`src/rtl/tcc_edge.sv`:
```
// Shared constants and the timer input synchroniser with edge detection
package tcc_pkg;
  // Register byte offsets
  localparam logic [7:0]  ADDR_CTRL     = 8'h00;
  localparam logic [7:0]  ADDR_COUNT    = 8'h04;
  localparam logic [7:0]  ADDR_RELOAD   = 8'h08;
  localparam logic [7:0]  ADDR_INT_STAT = 8'h0C;
  localparam logic [7:0]  ADDR_INT_CLR  = 8'h10;
  localparam logic [7:0]  ADDR_INT_ENA  = 8'h14;
  localparam logic [7:0]  ADDR_PIN      = 8'h18;
  // Control field positions
  localparam int          CTRL_EN_BIT   = 0;
  localparam int          CTRL_MODE_LO  = 1;
  localparam int          CTRL_MODE_HI  = 2;
  localparam int          CTRL_PS_LO    = 3;
  localparam int          CTRL_PS_HI    = 5;
  localparam int          CTRL_POL_BIT  = 6;
  localparam int          CTRL_OUTE_BIT = 7;
  // Mode encodings
  localparam logic [1:0]  MODE_ONESHOT  = 2'h0;
  localparam logic [1:0]  MODE_CONT     = 2'h1;
  localparam logic [1:0]  MODE_COUNTER  = 2'h2;
  // Reset values
  localparam logic [7:0]  CTRL_RESET    = 8'h00;
  localparam logic [15:0] COUNT_RESET   = 16'h0001;
  localparam logic [15:0] RELOAD_RESET  = 16'hFFFF;
  localparam logic [15:0] COUNT_RESTART = 16'h0001;
  localparam logic [7:0]  INT_ENA_RESET = 8'h00;
  // Interrupt status bit of the reload event
  localparam int          INT_RELOAD_BIT = 0;
endpackage : tcc_pkg

////////////////////////////////////////////////////////////////////////////////

module tcc_edge (
  input  wire logic SYS_CLK,
  input  wire logic RST_N,
  input  wire logic pin_i,
  input  wire logic falling_sel,
  output logic      edge_pulse
);
  logic sync1_r;
  logic sync2_r;
  logic prev_r;

  // Two-stage synchroniser, then edge history
  always_ff @(posedge SYS_CLK) begin
    if (!RST_N) begin
      sync1_r <= 1'b0;
      sync2_r <= 1'b0;
      prev_r  <= 1'b0;
    end else begin
      sync1_r <= pin_i;
      sync2_r <= sync1_r;
      prev_r  <= sync2_r;
    end
  end

  // Polarity picks rising or falling edge
  assign edge_pulse = falling_sel ? (prev_r & ~sync2_r) : (~prev_r & sync2_r);
endmodule : tcc_edge

```
`src/rtl/tcc_timer.sv`:
```
// 16-bit timer with one-shot, continuous and counter modes on a Wishbone slave
// How it works
// - Continuous mode counts up until the count equals the 16-bit reload value.
// - Continuous match raises interrupt, restarts count at 0001H, keeps counting.
// - With output enabled, the timer pin inverts at every reload in both modes.
// - Continuous mode counts prescaled clock ticks: period is reload times prescale.
// - One-shot counts prescaled ticks from start value up to reload.
// - Software start count applies to the first pass only; later passes restart at 0001H.
// - A start value above 0001H and up to the reload value shortens the first period accordingly.
// - Counter mode advances on timer input pin transitions, not the clock.
// - Polarity bit chooses rising or falling input edge in counter mode.
// - Counter mode bypasses the prescaler: one edge, one count.
// - In counter mode the polarity bit also sets the initial output level.
// - Counter match raises interrupt, restarts count at 0001H, keeps counting edges.
// - In counter mode, until the first match, edges seen equal current count minus start value.
// - The pin is input in counter mode, output otherwise when the output enable bit is set.
// - Reset sets count to 0001H and reload to FFFFH.
module tcc_timer
  import tcc_pkg::*;
(
  input  wire logic        SYS_CLK,
  input  wire logic        RST_N,
  input  wire logic        WB_CYC_I,
  input  wire logic        WB_STB_I,
  input  wire logic        WB_WE_I,
  input  wire logic [7:0]  WB_ADR_I,
  input  wire logic [3:0]  WB_SEL_I,
  input  wire logic [31:0] WB_DAT_I,
  output logic      [31:0] WB_DAT_O,
  output logic             WB_ACK_O,
  input  wire logic        TMR_PIN_I,
  output logic             TMR_PIN_O,
  output logic             TMR_PIN_OE_N,
  output logic             IRQ
);

  ////////////////////////////////////////////////////////////////////////////
  // Declarations
  logic [7:0]  ctrl_r;
  logic [15:0] count_r;
  logic [15:0] reload_r;
  logic [7:0]  int_stat_r;
  logic [7:0]  int_ena_r;
  logic [7:0]  presc_r;
  logic        out_r;
  logic        ack_r;
  logic [31:0] rdata_r;
  logic        bus_req;
  logic        wr_req;
  logic        wr_ctrl;
  logic        wr_count;
  logic        wr_reload;
  logic        wr_iclr;
  logic        wr_iena;
  logic        enabled;
  logic [1:0]  mode;
  logic [2:0]  ps_sel;
  logic        polarity;
  logic        out_func;
  logic        is_counter;
  logic        presc_tick;
  logic        in_edge;
  logic        advance;
  logic        match;
  logic        reload_evt;
  logic [7:0]  presc_limit;
  logic [7:0]  reload_set;

  ////////////////////////////////////////////////////////////////////////////
  // Control field decode
  assign enabled    = ctrl_r[CTRL_EN_BIT];
  assign mode       = ctrl_r[CTRL_MODE_HI:CTRL_MODE_LO];
  assign ps_sel     = ctrl_r[CTRL_PS_HI:CTRL_PS_LO];
  assign polarity   = ctrl_r[CTRL_POL_BIT];
  assign out_func   = ctrl_r[CTRL_OUTE_BIT];
  assign is_counter = (mode == MODE_COUNTER);

  ////////////////////////////////////////////////////////////////////////////
  // Wishbone slave: one wait cycle, ack for one cycle
  assign bus_req   = WB_CYC_I & WB_STB_I & ~ack_r;
  assign wr_req    = bus_req & WB_WE_I;
  assign wr_ctrl   = wr_req & (WB_ADR_I == ADDR_CTRL) & WB_SEL_I[0];
  assign wr_count  = wr_req & (WB_ADR_I == ADDR_COUNT);
  assign wr_reload = wr_req & (WB_ADR_I == ADDR_RELOAD);
  assign wr_iclr   = wr_req & (WB_ADR_I == ADDR_INT_CLR) & WB_SEL_I[0];
  assign wr_iena   = wr_req & (WB_ADR_I == ADDR_INT_ENA) & WB_SEL_I[0];

  always_ff @(posedge SYS_CLK) begin
    if (!RST_N) begin
      ack_r <= 1'b0;
    end else begin
      ack_r <= bus_req;
    end
  end

  always_ff @(posedge SYS_CLK) begin
    if (!RST_N) begin
      rdata_r <= 32'h0000_0000;
    end else if (bus_req && !WB_WE_I) begin
      case (WB_ADR_I)
        ADDR_CTRL:     rdata_r <= {24'h00_0000, ctrl_r};
        ADDR_COUNT:    rdata_r <= {16'h0000, count_r};
        ADDR_RELOAD:   rdata_r <= {16'h0000, reload_r};
        ADDR_INT_STAT: rdata_r <= {24'h00_0000, int_stat_r};
        ADDR_INT_ENA:  rdata_r <= {24'h00_0000, int_ena_r};
        ADDR_PIN:      rdata_r <= {30'h0000_0000, TMR_PIN_OE_N, out_r};
        default:       rdata_r <= 32'h0000_0000;
      endcase
    end
  end

  assign WB_ACK_O = ack_r;
  assign WB_DAT_O = rdata_r;

  ////////////////////////////////////////////////////////////////////////////
  // Control and reload registers
  always_ff @(posedge SYS_CLK) begin
    if (!RST_N) begin
      ctrl_r <= CTRL_RESET;
    end else if (wr_ctrl) begin
      ctrl_r <= WB_DAT_I[7:0];
    end else if (reload_evt && mode == MODE_ONESHOT) begin
      ctrl_r[CTRL_EN_BIT] <= 1'b0;
    end
  end

  always_ff @(posedge SYS_CLK) begin
    if (!RST_N) begin
      reload_r <= RELOAD_RESET;
    end else if (wr_reload) begin
      if (WB_SEL_I[0]) reload_r[7:0]  <= WB_DAT_I[7:0];
      if (WB_SEL_I[1]) reload_r[15:8] <= WB_DAT_I[15:8];
    end
  end

  ////////////////////////////////////////////////////////////////////////////
  // Prescaler: divide by 2**ps_sel, held clear while disabled
  assign presc_limit = 8'((9'h001 << ps_sel) - 9'h001);
  assign presc_tick  = (presc_r == presc_limit);

  always_ff @(posedge SYS_CLK) begin
    if (!RST_N) begin
      presc_r <= 8'h00;
    end else if (!enabled || is_counter || presc_tick) begin
      presc_r <= 8'h00;
    end else begin
      presc_r <= presc_r + 8'h01;
    end
  end

  ////////////////////////////////////////////////////////////////////////////
  // Timer input edges from the pin
  tcc_edge u_edge (
    .SYS_CLK     (SYS_CLK),
    .RST_N       (RST_N),
    .pin_i       (TMR_PIN_I),
    .falling_sel (polarity),
    .edge_pulse  (in_edge)
  );

  // Counter mode takes pin edges with no prescaling
  assign advance    = enabled & (is_counter ? in_edge : presc_tick);
  assign match      = (count_r == reload_r);
  assign reload_evt = advance & match;

  ////////////////////////////////////////////////////////////////////////////
  // Count register
  always_ff @(posedge SYS_CLK) begin
    if (!RST_N) begin
      count_r <= COUNT_RESET;
    end else if (wr_count) begin
      // Start value holds for the first pass only
      if (WB_SEL_I[0]) count_r[7:0]  <= WB_DAT_I[7:0];
      if (WB_SEL_I[1]) count_r[15:8] <= WB_DAT_I[15:8];
    end else if (reload_evt) begin
      count_r <= COUNT_RESTART;
    end else if (advance) begin
      count_r <= count_r + 16'h0001;
    end
  end

  ////////////////////////////////////////////////////////////////////////////
  // Timer output level and pin direction
  always_ff @(posedge SYS_CLK) begin
    if (!RST_N) begin
      out_r <= 1'b0;
    end else if (wr_ctrl && !WB_DAT_I[CTRL_EN_BIT]) begin
      out_r <= WB_DAT_I[CTRL_POL_BIT];
    end else if (reload_evt && out_func) begin
      out_r <= ~out_r;
    end
  end

  assign TMR_PIN_O    = out_r;
  // Pin is driven only as timer output outside counter mode
  assign TMR_PIN_OE_N = ~(out_func & ~is_counter);

  ////////////////////////////////////////////////////////////////////////////
  // Interrupt status, enable and clear; a new event wins over a clear
  assign reload_set = {7'h00, reload_evt};

  always_ff @(posedge SYS_CLK) begin
    if (!RST_N) begin
      int_stat_r <= 8'h00;
    end else begin
      int_stat_r <= ((wr_iclr ? (int_stat_r & ~WB_DAT_I[7:0]) : int_stat_r) | reload_set);
    end
  end

  always_ff @(posedge SYS_CLK) begin
    if (!RST_N) begin
      int_ena_r <= INT_ENA_RESET;
    end else if (wr_iena) begin
      int_ena_r <= WB_DAT_I[7:0];
    end
  end

  assign IRQ = |(int_stat_r & int_ena_r);
endmodule : tcc_timer

```
`config.mk`:
```
export PLATFORM = sky130hd
export DESIGN_NAME = tcc_timer
export DESIGN_NICKNAME = d
export VERILOG_FILES = /design/src/rtl/tcc_edge.sv /design/src/rtl/tcc_timer.sv
export SDC_FILE = /design/constraint.sdc
export NUM_CORES = 1
export LEC_CHECK = 0
export BUFFER_PORTS_ARGS = -buffer_cell sky130_fd_sc_hd__buf_2
export CELL_PAD_IN_SITES_DETAIL_PLACEMENT = 0
export CELL_PAD_IN_SITES_GLOBAL_PLACEMENT = 1
export CORE_MARGIN = 4
export CORE_UTILIZATION = 44
export DETAILED_ROUTE_END_ITERATION = 12
export HOLD_SLACK_MARGIN = 0.12
export PLACE_DENSITY = 0.91
export SETUP_SLACK_MARGIN = 0.1
export SLEW_MARGIN = 0
export SYNTH_ARGS = -nofsm -noshare
export SYNTH_HDL_FRONTEND = slang
export SYNTH_SLANG_ARGS = --single-unit
```
`constraint.sdc`:
```
create_clock -name SYS_CLK -period 3.62 [get_ports SYS_CLK]
set_input_delay 0.181 -clock SYS_CLK [delete_from_list [all_inputs] [get_ports SYS_CLK]]
set_output_delay 0.181 -clock SYS_CLK [all_outputs]
set_load 0.05 [all_outputs]
```
=== Word-level counts from Yosys, hierarchy flattened ===
Index checks and enable logic that the tools add are counted.

* Register bits: 101
* Bits of input ports: 50
* Word-level logic and storage cells: 90

* $add $sub $neg: 3
* Equal/unequal tests: 11
* Shift operators: 1
* Multiplexer cells: 13
* Bitwise logic cells: 27
* Reduce and logical (&&, ||, !) cells: 20

{| class="wikitable"
|+ Operator list
! kind !! count
|-
| one-hot mux 16 bit (6 select lines) || 1
|-
| two-way mux 16 bit || 3
|-
| equality test 8 x 5 -> 1 bit, second input constant || 3
|-
| two-way mux 8 bit || 3
|-
| adder 16 x 1 -> 16 bit, second input constant || 1
|-
| AND 1 bit || 16
|-
| AND 8 bit || 2
|-
| equality test 16 bit || 1
|-
| equality test 8 x 4 -> 1 bit, second input constant || 2
|-
| adder 8 x 1 -> 8 bit, second input constant || 1
|-
| equality test 8 x 3 -> 1 bit, second input constant || 1
|-
| equality test 8 bit || 1
|-
| zero test 8 bit || 1
|-
| inverter 8 bit || 1
|-
| OR 8 x 1 -> 8 bit || 1
|-
| AND reduction 2 bit || 4
|-
| OR reduction 8 bit || 1
|-
| left shift 1 x 3 -> 8 bit, first input constant || 1
|-
| subtractor 8 x 1 -> 8 bit, second input constant || 1
|-
| inverter 1 bit || 7
|-
| two-way mux 1 bit || 6
|-
| logical AND 1 bit || 4
|-
| inequality test 2 bit, second input constant || 2
|-
| nonzero test 2 bit || 2
|-
| 6 further kinds || 9
|}

=== Depth between registers and ports, before layout ===
Gate-level depths: netlist of the first run.

* Word-level depth: 9
* Depth in mapped cells: 10
* Mapped depth without buffers: 8

=== Modules after synthesis ===
Synthesis of the first run repeated with hierarchy kept, for this count alone.

* Cell total of the unflattened synthesis: 545
* Area total of the unflattened synthesis: 4555.6 µm²

{| class="wikitable"
|+ By module, submodules not included
! module !! times used !! cells an instance !! area each (µm²) !! seq. area each (µm²)
|-
| tcc_timer || 1 || 536 || 4454.3 || 1641.6
|-
| tcc_edge || 1 || 9 || 101.3 || 60.1
|}

=== Worst setup path before layout of the first run ===
No wires, ideal clock.

* Path kind: register -> register
* Start point: register ack_r, in the netlist WB_ACK_O
* End point: register int_stat_r[0]
* Data arrival time: 2.049 ns
* Setup slack: 1.438 ns
* Stages on the path, launching flop included: 8
* Buffers on the path: 0
* Period minus slack after synthesis: 2.182 ns
* Path through: dfxtp_1 -> nand3b_1 -> nor2_1 -> and2_1 -> nand2_1 -> nor4_2 -> a21bo_2 -> a21oi_1

* Cells in the longest elaborated chain, start to end: 7

{| class="wikitable"
|+ RTL lines
! what !! line !! source
|-
| from (decl) || tcc_timer.sv:46 || <nowiki>logic ack_r;</nowiki>
|-
| from (signal assigned) || tcc_timer.sv:92 || <nowiki>ack_r <= bus_req;</nowiki>
|-
| inverter 1 bit || tcc_timer.sv:80 || <nowiki>assign bus_req = WB_CYC_I & WB_STB_I & ~ack_r;</nowiki>
|-
| AND 1 bit || tcc_timer.sv:80 ||
|-
| AND 1 bit || tcc_timer.sv:81 || <nowiki>assign wr_req = bus_req & WB_WE_I;</nowiki>
|-
| AND 1 bit (2 in series) || tcc_timer.sv:85 || <nowiki>assign wr_iclr = wr_req & (WB_ADR_I == ADDR_INT_CLR) & WB_SEL_I[0];</nowiki>
|-
| two-way mux 8 bit || tcc_timer.sv:206 || <nowiki>int_stat_r <= ((wr_iclr ? (int_stat_r & ~WB_DAT_I[7:0]) : int_stat_r) | reload_set);</nowiki>
|-
| OR 8 x 1 -> 8 bit || tcc_timer.sv:206 ||
|-
| to (signal assigned) || tcc_timer.sv:206 ||
|-
| to (decl) || tcc_timer.sv:42 || <nowiki>logic [7:0] int_stat_r;</nowiki>
|}

No other way between the ends.
A chain may end at the register's enable or synchronous reset.

=== Final worst setup path of the first run ===
* Start point: register ctrl_r[5]
* End point: register count_r[12]

* Cells in the longest elaborated chain, start to end: 8
* Elaborated cells on any way between the ends: 10

{| class="wikitable"
|+ RTL lines
! what !! line !! source
|-
| from (decl) || tcc_timer.sv:39 || <nowiki>logic [7:0] ctrl_r;</nowiki>
|-
| from (signal assigned) || tcc_timer.sv:121 || <nowiki>ctrl_r <= WB_DAT_I[7:0];</nowiki>
|-
| left shift 1 x 3 -> 8 bit (*) || tcc_timer.sv:138 || <nowiki>assign presc_limit = 8'((9'h001 << ps_sel) - 9'h001);</nowiki>
|-
| subtractor 8 x 1 -> 8 bit (*) || tcc_timer.sv:138 ||
|-
| equality test 8 bit (*) || tcc_timer.sv:139 || <nowiki>assign presc_tick = (presc_r == presc_limit);</nowiki>
|-
| two-way mux 1 bit (*) || tcc_timer.sv:162 || <nowiki>assign advance = enabled & (is_counter ? in_edge : presc_tick);</nowiki>
|-
| AND 1 bit (*) || tcc_timer.sv:162 ||
|-
| AND 1 bit || tcc_timer.sv:164 || <nowiki>assign reload_evt = advance & match;</nowiki>
|-
| nonzero test 3 bit (no source line) or two-way mux 16 bit (tied branches) || -- ||
|-
| AND reduction 2 bit (no source line) or two-way mux 16 bit (tied branches) || -- ||
|-
| to (signal assigned) || tcc_timer.sv:174 || <nowiki>if (WB_SEL_I[1]) count_r[15:8] <= WB_DAT_I[15:8];</nowiki>
|-
| to (signal assigned) || tcc_timer.sv:178 || <nowiki>count_r <= count_r + 16'h0001;</nowiki>
|-
| to (decl) || tcc_timer.sv:40 || <nowiki>logic [15:0] count_r;</nowiki>
|}

Mark *: on every way between the ends. The rest lies on a longest branch, timed or not.

==> results of run 1 <==
cell type report:
class,count,area (µm²),area share
Multi-Input combinational cell,420,2620,0.509
Sequential cell,85,1700,0.331
Timing Repair Buffer,71,440,0.0856
Tap cell,133,166,0.0323
Clock buffer,9,124,0.0241
Clock inverter,7,58.8,0.0114
Inverter,9,33.8,0.00656
Antenna cell,1,2.50,0.000486
state kept, by name (all words and copies together) (netlist names):
| signal | flops |
|---|---|
| count_r | 16 |
| WB_ACK_O | 1 |
| WB_DAT_O | 16 |
| ctrl_r | 8 |
| TMR_PIN_O | 1 |
| int_stat_r | 8 |
| int_ena_r | 8 |
| presc_r | 8 |
| u_edge.sync2_r | 1 |
| u_edge.prev_r | 1 |
| reload_r | 16 |
| u_edge.sync1_r | 1 |
stage by stage:
| step | hold WS (ns) | setup WS [ns] | power, W | utilization |
|---|---|---|---|---|
| after floorplan | 0.268 | 1.44 | 0.00109 | - |
| after global placement | 0.396 | 0.973 | 0.00113 | 0.484 |
| after detailed placement | 0.402 | 0.898 | 0.00113 | 0.484 |
| after CTS | 0.128 | 0.882 | 0.00177 | 0.517 |
| after global routing | 0.155 | 0.601 | 0.00183 | 0.517 |
| final | 0.144 | 0.856 | 0.00176 | 0.517 |
how the worst max path moves through the flow:
stage                           startpoint                       end  slack, ns
floorplan              WB_ACK_O$_SDFF_PN0_  int_stat_r[0]$_SDFF_PN0_       1.44
global placement    ctrl_r[5]$_SDFFE_PN0P_  count_r[13]$_SDFFE_PN0P_       0.97
detailed placement  ctrl_r[5]$_SDFFE_PN0P_  count_r[13]$_SDFFE_PN0P_       0.90
CTS                 ctrl_r[5]$_SDFFE_PN0P_  count_r[12]$_SDFFE_PN0P_       0.88
global route        ctrl_r[5]$_SDFFE_PN0P_  count_r[10]$_SDFFE_PN0P_       0.60
finish              ctrl_r[5]$_SDFFE_PN0P_  count_r[12]$_SDFFE_PN0P_       0.86
where the power goes:
part / switching (W) / leakage [nW] / internal, W / total [W]
sequential: 0.00000376 / 0.687 / 0.000942 / 0.000946
clock: 0.000382 / 0.0921 / 0.000260 / 0.000642
combinational: 0.000129 / 1.24 / 0.0000471 / 0.000177
kinds of logic (layout without fill, tap and decap cells):
logic type	after synthesis	after routing	synth area share
adders and majority gates	2	2	0.00546
AOI/OAI and AO/OA	129	129	0.203
other	1	17	0.000819
buffers and inverters	61	96	0.0691
DFF	85	85	0.371
xor gates and xnor gates	26	26	0.0497
muxes	17	17	0.0453
and+or+nand+nor	230	230	0.255
routing by layer:
layer  up-vias  track usage
li1       2069            -
met1      2076        0.290
met2       206        0.355
met3        41       0.0402
met4         0       0.0997
met5         -            0
timing repair:
| action | 4_1_cts | 5_1_grt |
|---|---|---|
| setup buffers | 0 | 0 |
| hold buffers | 14 | 0 |
| hold endpoints to repair | 14 | 0 |
cells in the mapped netlist (all sizes together), types with 4 or more instances:
master  instances  area (µm²)
inv             9        33.8
and2           10        62.6
nor4           11        81.3
mux2i          14         140
a21oi          27         135
a22oi          18         135
and3            6        37.5
o221ai          5        43.8
a21boi          8        63.8
nor2           59         240
a221oi         14         123
xnor2           6        52.6
dfxtp          85        1700
nand4           5        31.3
nand3          43         225
o22a            4        35.0
o211ai          7        52.6
clkbuf         23        86.3
nand2          53         201
a211oi          4        40.0
a31oi           5        31.3
o21ai          19         106
nor3           22         121
nand2b          5        33.8
a22o            4        35.0
xor2           20         175
buf            29         196
==> reports/results.ini, run 1 <==
[clock_network]
cts-buffers-inserted = 9
ctsRootBufferMaster = clkbuf_8
clock_tree.buffer_depth = 2
cts_num_sinks = 85
cts.htree.levels = 3
cts_tree = done
clk_latency_ns = 0.36
cts-resized-gates = 0
clkTransAtPathRegs_ns = 0.10

[setup_path]
slowest_delay_ns = 0.66
crit_buf_inv = 0
critPathArrivalTime_ns = 3.08
required_ns = 3.94
path_class = reg2reg
crit_chain = or4b_1 > a32oi_2 > a21boi_2 > o21ai_1 > a21boi_0 > o22a_1
r2r_end = count_r[12]$_SDFFE_PN0P_
slowest_stage = o21ai_1
worst_path_dominant_cell_family = compound AO/OA/AOI/OAI gates
critPathMaxFanout = 15
reg2reg_from = ctrl_r[5]$_SDFFE_PN0P_
reg2reg_depth = 6
cp_num_cells = 6
rrSetupSlack_ns = 0.86
endpoint_kind = flip-flop
cp-start-kind = flip-flop

[power_and_ir_drop]
leakage_nw = 2.02
vdd_drop_max_mv = 0.196
powerDensity_mw_per_mm2 = 343

[placed_design]
place_inst = 704
io_buffers = 51
placedInstanceArea_mm2 = 0.00482
place_congestion = 0.943
hpwlAfterDp_um = 9440

[grt]
gr-total-overflow = 0
antenna_found_initial = 0
grt_pass1_wl_um = 20900
grt_pass1_vias = 4128
grt_max_degree = 29
grt_usage = 0.222

[timing]
skew_ns = 0.00722
fin_crit_ns = 2.76
max-slew-margin-rel = 0.240
rsz0062_at_grt = no
clock.fmax_mhz = 362
fin_crit_sh = 0.763
tightest_slew_ns = 1.13
slew_viol_final = 0
fin_setup_tns_ns = 0
finalHoldViolCount = 0
setup_viol = 0

[logic_synthesis]
syn-instance-count = 551
synth_seq_cells = 85
syn_area_mm2 = 0.00458
synthArstFlopShare = 0
syn_area_per_cell_um2 = 8.31
synth_edf_count = 0
ys.flop_type = dfxtp_1
ys_seq_area_frac = 0.371
yosys.cell_types.count = 67
yosys_warnings = 0

[floorplanning]
die_w_um = 110
start_util = 0.460
die_h_um = 110
core-area_mm2 = 0.00995
std_cell_rows = 36
io_pins = 86
die_area_mm2 = 0.0121

[route]
m1WireLength_um = 5630
vias = 4392
wl_met3_um = 1090
avgRoutedWirePerCell_um = 17.7
route.met2.wl_um = 5900
ant_nets = 0
vias_per_cell = 5.98
drc = 0
firstDrtPassIters = 6
postRouteWirelength_um = 13000
drt_iter0_markers = 628
top_layer_used = met4

[worst_hold_path]
holdPathStages = 2
min_to = int_stat_r[6]$_SDFFE_PN0P_
min_from = WB_DAT_I[6]
hold_path_class = in2reg

[finish]
layout_common_cells = 85 x dfxtp_1, 57 x nor2_1, 52 x nand2_1
area_growth_pct = 12.3
final_cell_area_mm2 = 0.00515
final-instance-count-excl-fill = 735
fin_nets = 648
nFillCells = 921
final_common_cell = dfxtp_1
drive_gt1_frac = 0.158

[job]
drv_cap = 0

[run_status]
status = finished clean

Power figures use the tool's default switching activity.
==> run 2: changes to the inputs <==
- CORE_UTILIZATION: 44 -> 37
- PLACE_DENSITY: 0.91 -> 0.83
- clock period: 3.62 -> 2.4 ns (I/O delays scaled with it)
==> run 2 against run 1 <==
- combinational power increased by 58%
- critical path depth grew 2
- register-to-register slack worse by 0.68 ns
- wire length increased by 8.2%
- fmax grew 24%
- first-iteration DRC count decreased by 28%
- clock-buffer cell count did not move
- critical path type unchanged
==> reports/results.ini, run 2 (synthesis results as in run 1) <==
[run_status]
status = finished clean

[timing]
fin_crit_ns = 2.22  ; -0.543 ns
clock.fmax_mhz = 450  ; +24%
max-slew-margin-rel = 0.512  ; +0.272
setup_viol = 0  ; unchanged
tightest_slew_ns = 0.725  ; -0.404 ns
fin_setup_tns_ns = 0  ; unchanged
rsz0062_at_grt = no
timing.hold.ws_ns = 0.125  ; -0.0190 ns
fin_crit_sh = 0.925  ; +0.162
skew_ns = 0.00914  ; +0.00192 ns
slew_viol_final = 0  ; unchanged
finalHoldViolCount = 0  ; unchanged

[floorplanning]
core-area_mm2 = 0.0121  ; +21%
die_w_um = 119  ; +8.4%
die_area_mm2 = 0.0142  ; +17%
start_util = 0.380  ; -0.0804
std_cell_rows = 40  ; +11%
die_h_um = 119  ; +8.4%
io_pins = 86  ; unchanged

[finish]
nFillCells = 1126  ; +22%
fin_nets = 689  ; +6.3%
final-instance-count-excl-fill = 809  ; +10%
area_growth_pct = 24.7
diodes = 0  ; -1
drive_gt1_frac = 0.220  ; +0.0619
final_common_cell = dfxtp_1
layout_common_cells = 82 x dfxtp_1, 57 x nor2_1, 52 x nand2_1
fin_util = 0.474  ; -0.0433

[clock_network]
cts_tree = done
clk_latency_ns = 0.34  ; -0.02 ns
ctsRootBufferMaster = clkbuf_16
clock_tree.buffer_depth = 2  ; unchanged
clkTransAtPathRegs_ns = 0.06  ; -0.04 ns
cts.htree.levels = 3  ; unchanged
cts-buffers-inserted = 9  ; unchanged
cts_num_sinks = 85  ; unchanged

[power_and_ir_drop]
total_power_w = 0.00330  ; +87%
powerDensity_mw_per_mm2 = 578  ; +69%
vdd_drop_max_mv = 0.292  ; +50%
leakage_nw = 2.32  ; +15%

[route]
drt_iter0_markers = 455  ; -28%
vias_per_cell = 5.49  ; -8.1%
postRouteWirelength_um = 14100  ; +8.2%
avgRoutedWirePerCell_um = 17.4  ; -1.7%
ant_nets = 0  ; unchanged
drc = 0  ; unchanged
vias = 4443  ; +1.2%
firstDrtPassIters = 5  ; -1

[setup_path]
rrSetupSlack_ns = 0.18  ; -0.68 ns
reg2reg_from = reload_r[13]$_SDFFE_PN1P_
slowest_delay_ns = 0.33  ; -0.33 ns
crit_chain = xor2_1 > nor4_1 > nand4_1 > or2_1 > buf_4 > o211ai_1 > a21boi_1 > o21a_1
path_class = reg2reg
reg2reg_depth = 8  ; +2
r2r_end = count_r[9]$_SDFFE_PN0P_
required_ns = 2.63  ; -1.31 ns
critPathLaunch = reload_r[13]$_SDFFE_PN1P_
critPathArrivalTime_ns = 2.46  ; -0.62 ns
slowest_stage = dfxtp_1
critPathMaxFanout = 8  ; -7
endpoint_kind = flip-flop
cp-start-kind = flip-flop

[grt]
gr-total-overflow = 0  ; unchanged
grt_pass1_vias = 4254  ; +3.1%
grt_pass1_wl_um = 22500  ; +7.9%
grt_max_degree = 27  ; -6.9%
grt_usage = 0.198  ; -0.0238
antenna_found_initial = 0  ; unchanged

[worst_hold_path]
holdPathStages = 2  ; unchanged
hold_path_class = in2reg
min_to = reload_r[13]$_SDFFE_PN1P_
min_from = RST_N

[placed_design]
place_congestion = 0.874  ; -7.3%
hpwlAfterDp_um = 10500  ; +11%
place_inst = 774  ; +9.9%
io_buffers = 51  ; unchanged

[job]
drv_cap = 0  ; unchanged

run 2: changes by cell type in the layout (fill, tap and decap cells not counted), moves of 2 or more:
cell / delta
dlygate4sd3_1: +2
dfxtp_1: -3
bufinv_16: +3
clkinv_4: -2
dfxtp_2: +2
clkbuf_8: -9
clkbuf_16: +9
buf_4: +38
run 2: worst max-delay path by stage:
stage / end / slack, ns / depth (start not counted)
floorplan: int_stat_r[0]$_SDFF_PN0_ / 0.22 / 7
global placement: count_r[14]$_SDFFE_PN0P_ / 0.05 / 7
detailed placement: count_r[2]$_SDFFE_PN0P_ / 0.03 / 7
global route: count_r[15]$_SDFFE_PN0P_ / 0.11 / 8
CTS: reload_r[12]$_SDFFE_PN1P_ / 0.11 / 7
finish: count_r[9]$_SDFFE_PN0P_ / 0.18 / 8
run 2: critical path, delay by kind of cell (launching register included):
| kind | cells | cell delay, ns |
|---|---|---|
| buf+inv | 1 | 0.18 |
| compound gates | 3 | 0.48 |
| simple gates | 3 | 0.92 |
| flops | 1 | 0.33 |
| xor+xnor | 1 | 0.20 |
run 2: area by class of cell:
type	count	area, µm²	area share
Clock buffer	9	225	0.0394
Timing Repair Buffer	112	766	0.134
Multi-Input combinational cell	420	2660	0.465
Sequential cell	85	1710	0.299
Clock inverter	6	111	0.0195
Tap cell	168	210	0.0368
Inverter	9	33.8	0.00591
run 2: layer usage:
layer,routed length (µm),share of wire,global-route usage
met1,6090,0.43,0.263
met2,6520,0.46,0.318
met3,1070,0.076,0.0351
met4,405,0.029,0.0782
met5,0,0,0
run 2: where the power goes:
part           switching [W]  internal [W]
registers         0.00000540       0.00142
clock network       0.000586       0.00101
logic               0.000199     0.0000797
total               0.000790       0.00251
run 2: timing repair:
action | CTS | global route
gates resized for setup | 3 | 8
setup buffers | 0 | 4
hold endpoints to repair | 19 | 0
pin swaps | 1 | 5
setup endpoints to repair | 13 | 12
hold buffers | 16 | 0
run 2: metrics by stage:
step	instance area (µm²)	worst slack, ns
finish	5710	0.180
detailed placement	5140	0.0277
global placement	5140	0.0516
floorplan	4640	0.218
global route	5710	0.109
CTS	5650	0.110
==> run 3: changes to the inputs <==
- RECOVER_POWER: unset -> 50
==> run 3 against run 2 <==
- non-clock buffer count stayed put
- critical path type unchanged
- final cell count did not move
- sequential power hardly changed
- sequential share of layout area increased by 0.21 points
- clock power is essentially flat
- register-to-register slack worse by 0.02 ns
- global-route usage unchanged
- fmax shrank 0.72%
- sequential cell count did not move
- first-iteration DRC count grew 0.88%
- critical endpoint unchanged
- utilization down 0.33 points
- via count decreased by 0.81%
==> reports/results.ini, run 3 (synthesis results as in run 1) <==
[route]
vias = 4407  ; -0.81%
firstDrtPassIters = 5  ; unchanged
vias_per_cell = 5.45  ; -0.81%
drc = 0  ; unchanged
avgRoutedWirePerCell_um = 17.4  ; about the same
drt_iter0_markers = 459  ; +0.88%
postRouteWirelength_um = 14100  ; about the same
ant_nets = 0  ; unchanged

[worst_hold_path]
holdPathStages = 2  ; unchanged
hold_path_class = in2reg
min_from = RST_N

[setup_path]
worst_path_dominant_cell_family = simple AND/OR/NAND/NOR gates
critPathLaunch = reload_r[13]$_SDFFE_PN1P_
reg2reg_from = reload_r[13]$_SDFFE_PN1P_
slowest_delay_ns = 0.34  ; about the same
cp_num_cells = 8  ; unchanged
reg2reg_depth = 8  ; unchanged
critPathMaxFanout = 8  ; unchanged
cp-start-kind = flip-flop
endpoint_kind = flip-flop
required_ns = 2.63  ; about the same
critPathArrivalTime_ns = 2.47  ; about the same
crit_buf_inv = 1  ; unchanged
crit_chain = xor2_1 > nor4_1 > nand4_1 > or2_1 > buf_4 > o211ai_1 > a21boi_1 > o21a_1
slowest_stage = nor4_1
path_class = reg2reg

[finish]
final-instance-count-excl-fill = 809  ; unchanged
nFillCells = 1137  ; +0.98%
multiInputGateArea_mm2 = 0.00265  ; -0.19%
fin_nets = 689  ; unchanged
layout_common_cells = 82 x dfxtp_1, 57 x nor2_1, 52 x nand2_1
final_common_cell = dfxtp_1
drive_gt1_frac = 0.184  ; -0.0359
regArea_mm2 = 0.00171  ; unchanged
area_growth_pct = 23.8
diodes = 0  ; unchanged

[placed_design]
place_inst = 774  ; unchanged
place_congestion = 0.874  ; unchanged
hpwlAfterDp_um = 10500  ; unchanged
io_buffers = 51  ; unchanged

[floorplanning]
die_w_um = 119  ; unchanged
die_h_um = 119  ; unchanged
io_pins = 86  ; unchanged
start_util = 0.380  ; unchanged
core-area_mm2 = 0.0121  ; unchanged
std_cell_rows = 40  ; unchanged
die_area_mm2 = 0.0142  ; unchanged

[clock_network]
cts_tree = done
clock_tree.buffer_depth = 2  ; unchanged
ctsRootBufferMaster = clkbuf_16
cts_num_sinks = 85  ; unchanged
clk_latency_ns = 0.34  ; about the same
clkTransAtPathRegs_ns = 0.06  ; about the same
cts.htree.levels = 3  ; unchanged
cts-buffers-inserted = 9  ; unchanged

[power_and_ir_drop]
vdd_drop_max_mv = 0.292  ; about the same
leakage_nw = 2.23  ; -3.9%
total_power_w = 0.00330  ; -0.17%
powerDensity_mw_per_mm2 = 581  ; +0.53%

[timing]
setup_viol = 0  ; unchanged
rsz0062_at_grt = no
fin_crit_sh = 0.932  ; +0.00671
slew_viol_final = 0  ; unchanged
finalHoldViolCount = 0  ; unchanged
skew_ns = 0.00749  ; -0.00165 ns
clock.fmax_mhz = 447  ; -0.72%
max-slew-margin-rel = 0.250  ; -0.262
fin_setup_tns_ns = 0  ; unchanged
fin_crit_ns = 2.24  ; +0.0161 ns
tightest_slew_ns = 1.13  ; +0.400 ns

[grt]
grt_pass1_vias = 4254  ; unchanged
grt_pass1_wl_um = 22500  ; unchanged
antenna_found_initial = 0  ; unchanged
grt_usage = 0.198  ; unchanged
grt_max_degree = 27  ; unchanged
gr-total-overflow = 0  ; unchanged

[job]
drv_cap = 0  ; unchanged

[run_status]
status = finished clean

[run 3: path summary, 6_finish.rpt]
path	to	slack, ns
max	count_r[9]$_SDFFE_PN0P_	0.16
min	reload_r[13]$_SDFFE_PN1P_	0.12
max reg2reg	count_r[9]$_SDFFE_PN0P_	0.16
min reg2reg	u_edge.sync2_r$_SDFF_PN0_	0.44
[run 3: timing repair]
| item | in CTS | in global routing |
|---|---|---|
| hold endpoints to repair | 19 | 0 |
| hold buffers | 16 | 0 |
| resized for setup | 3 | 8 |
| buffers inserted | 0 | 4 |
| pin swaps | 1 | 5 |
| setup endpoints to repair | 13 | 12 |
[run 3: area by class of cell]
| class | instances | area share |
|---|---|---|
| timing repair buffer | 112 | 0.129 |
| clock buffer | 9 | 0.0397 |
| tap | 168 | 0.0371 |
| clock inverter | 6 | 0.0196 |
| multi-input combinational | 420 | 0.468 |
| sequential | 85 | 0.301 |
| inverter | 9 | 0.00596 |
[run 3: routing by layer]
layer / wire length, µm / share of wire / vias up / global-route usage
met5: 0 / 0 / - / 0
li1: - / - / 2143 / -
met3: 1090 / 0.077 / 29 / 0.0351
met1: 6080 / 0.43 / 2042 / 0.263
met4: 370 / 0.026 / 0 / 0.0782
met2: 6560 / 0.47 / 193 / 0.318
[run 3: per-stage QoR]
step	utilization	setup slack [ns]	hold slack [ns]	cell area [µm²]
floorplan	-	0.218	0.207	4640
global placement	0.426	0.0516	0.330	5140
detailed placement	0.426	0.0277	0.344	5140
CTS	0.468	0.110	0.121	5650
global route	0.470	0.109	0.126	5670
finish	0.470	0.163	0.125	5670
[run 3: power by group]
part           switching (W)  internal, W
combinational       0.000198    0.0000758
sequential        0.00000564      0.00142
clock               0.000584      0.00101
[run 3: worst reg2reg max path: stages, from the launching register on]
cell and delay [ns]:
dfxtp_1 0.33, xor2_1 0.20, nor4_1 0.35, nand4_1 0.27, or2_1 0.32, buf_4 0.18
o211ai_1 0.19, a21boi_1 0.10, o21a_1 0.19
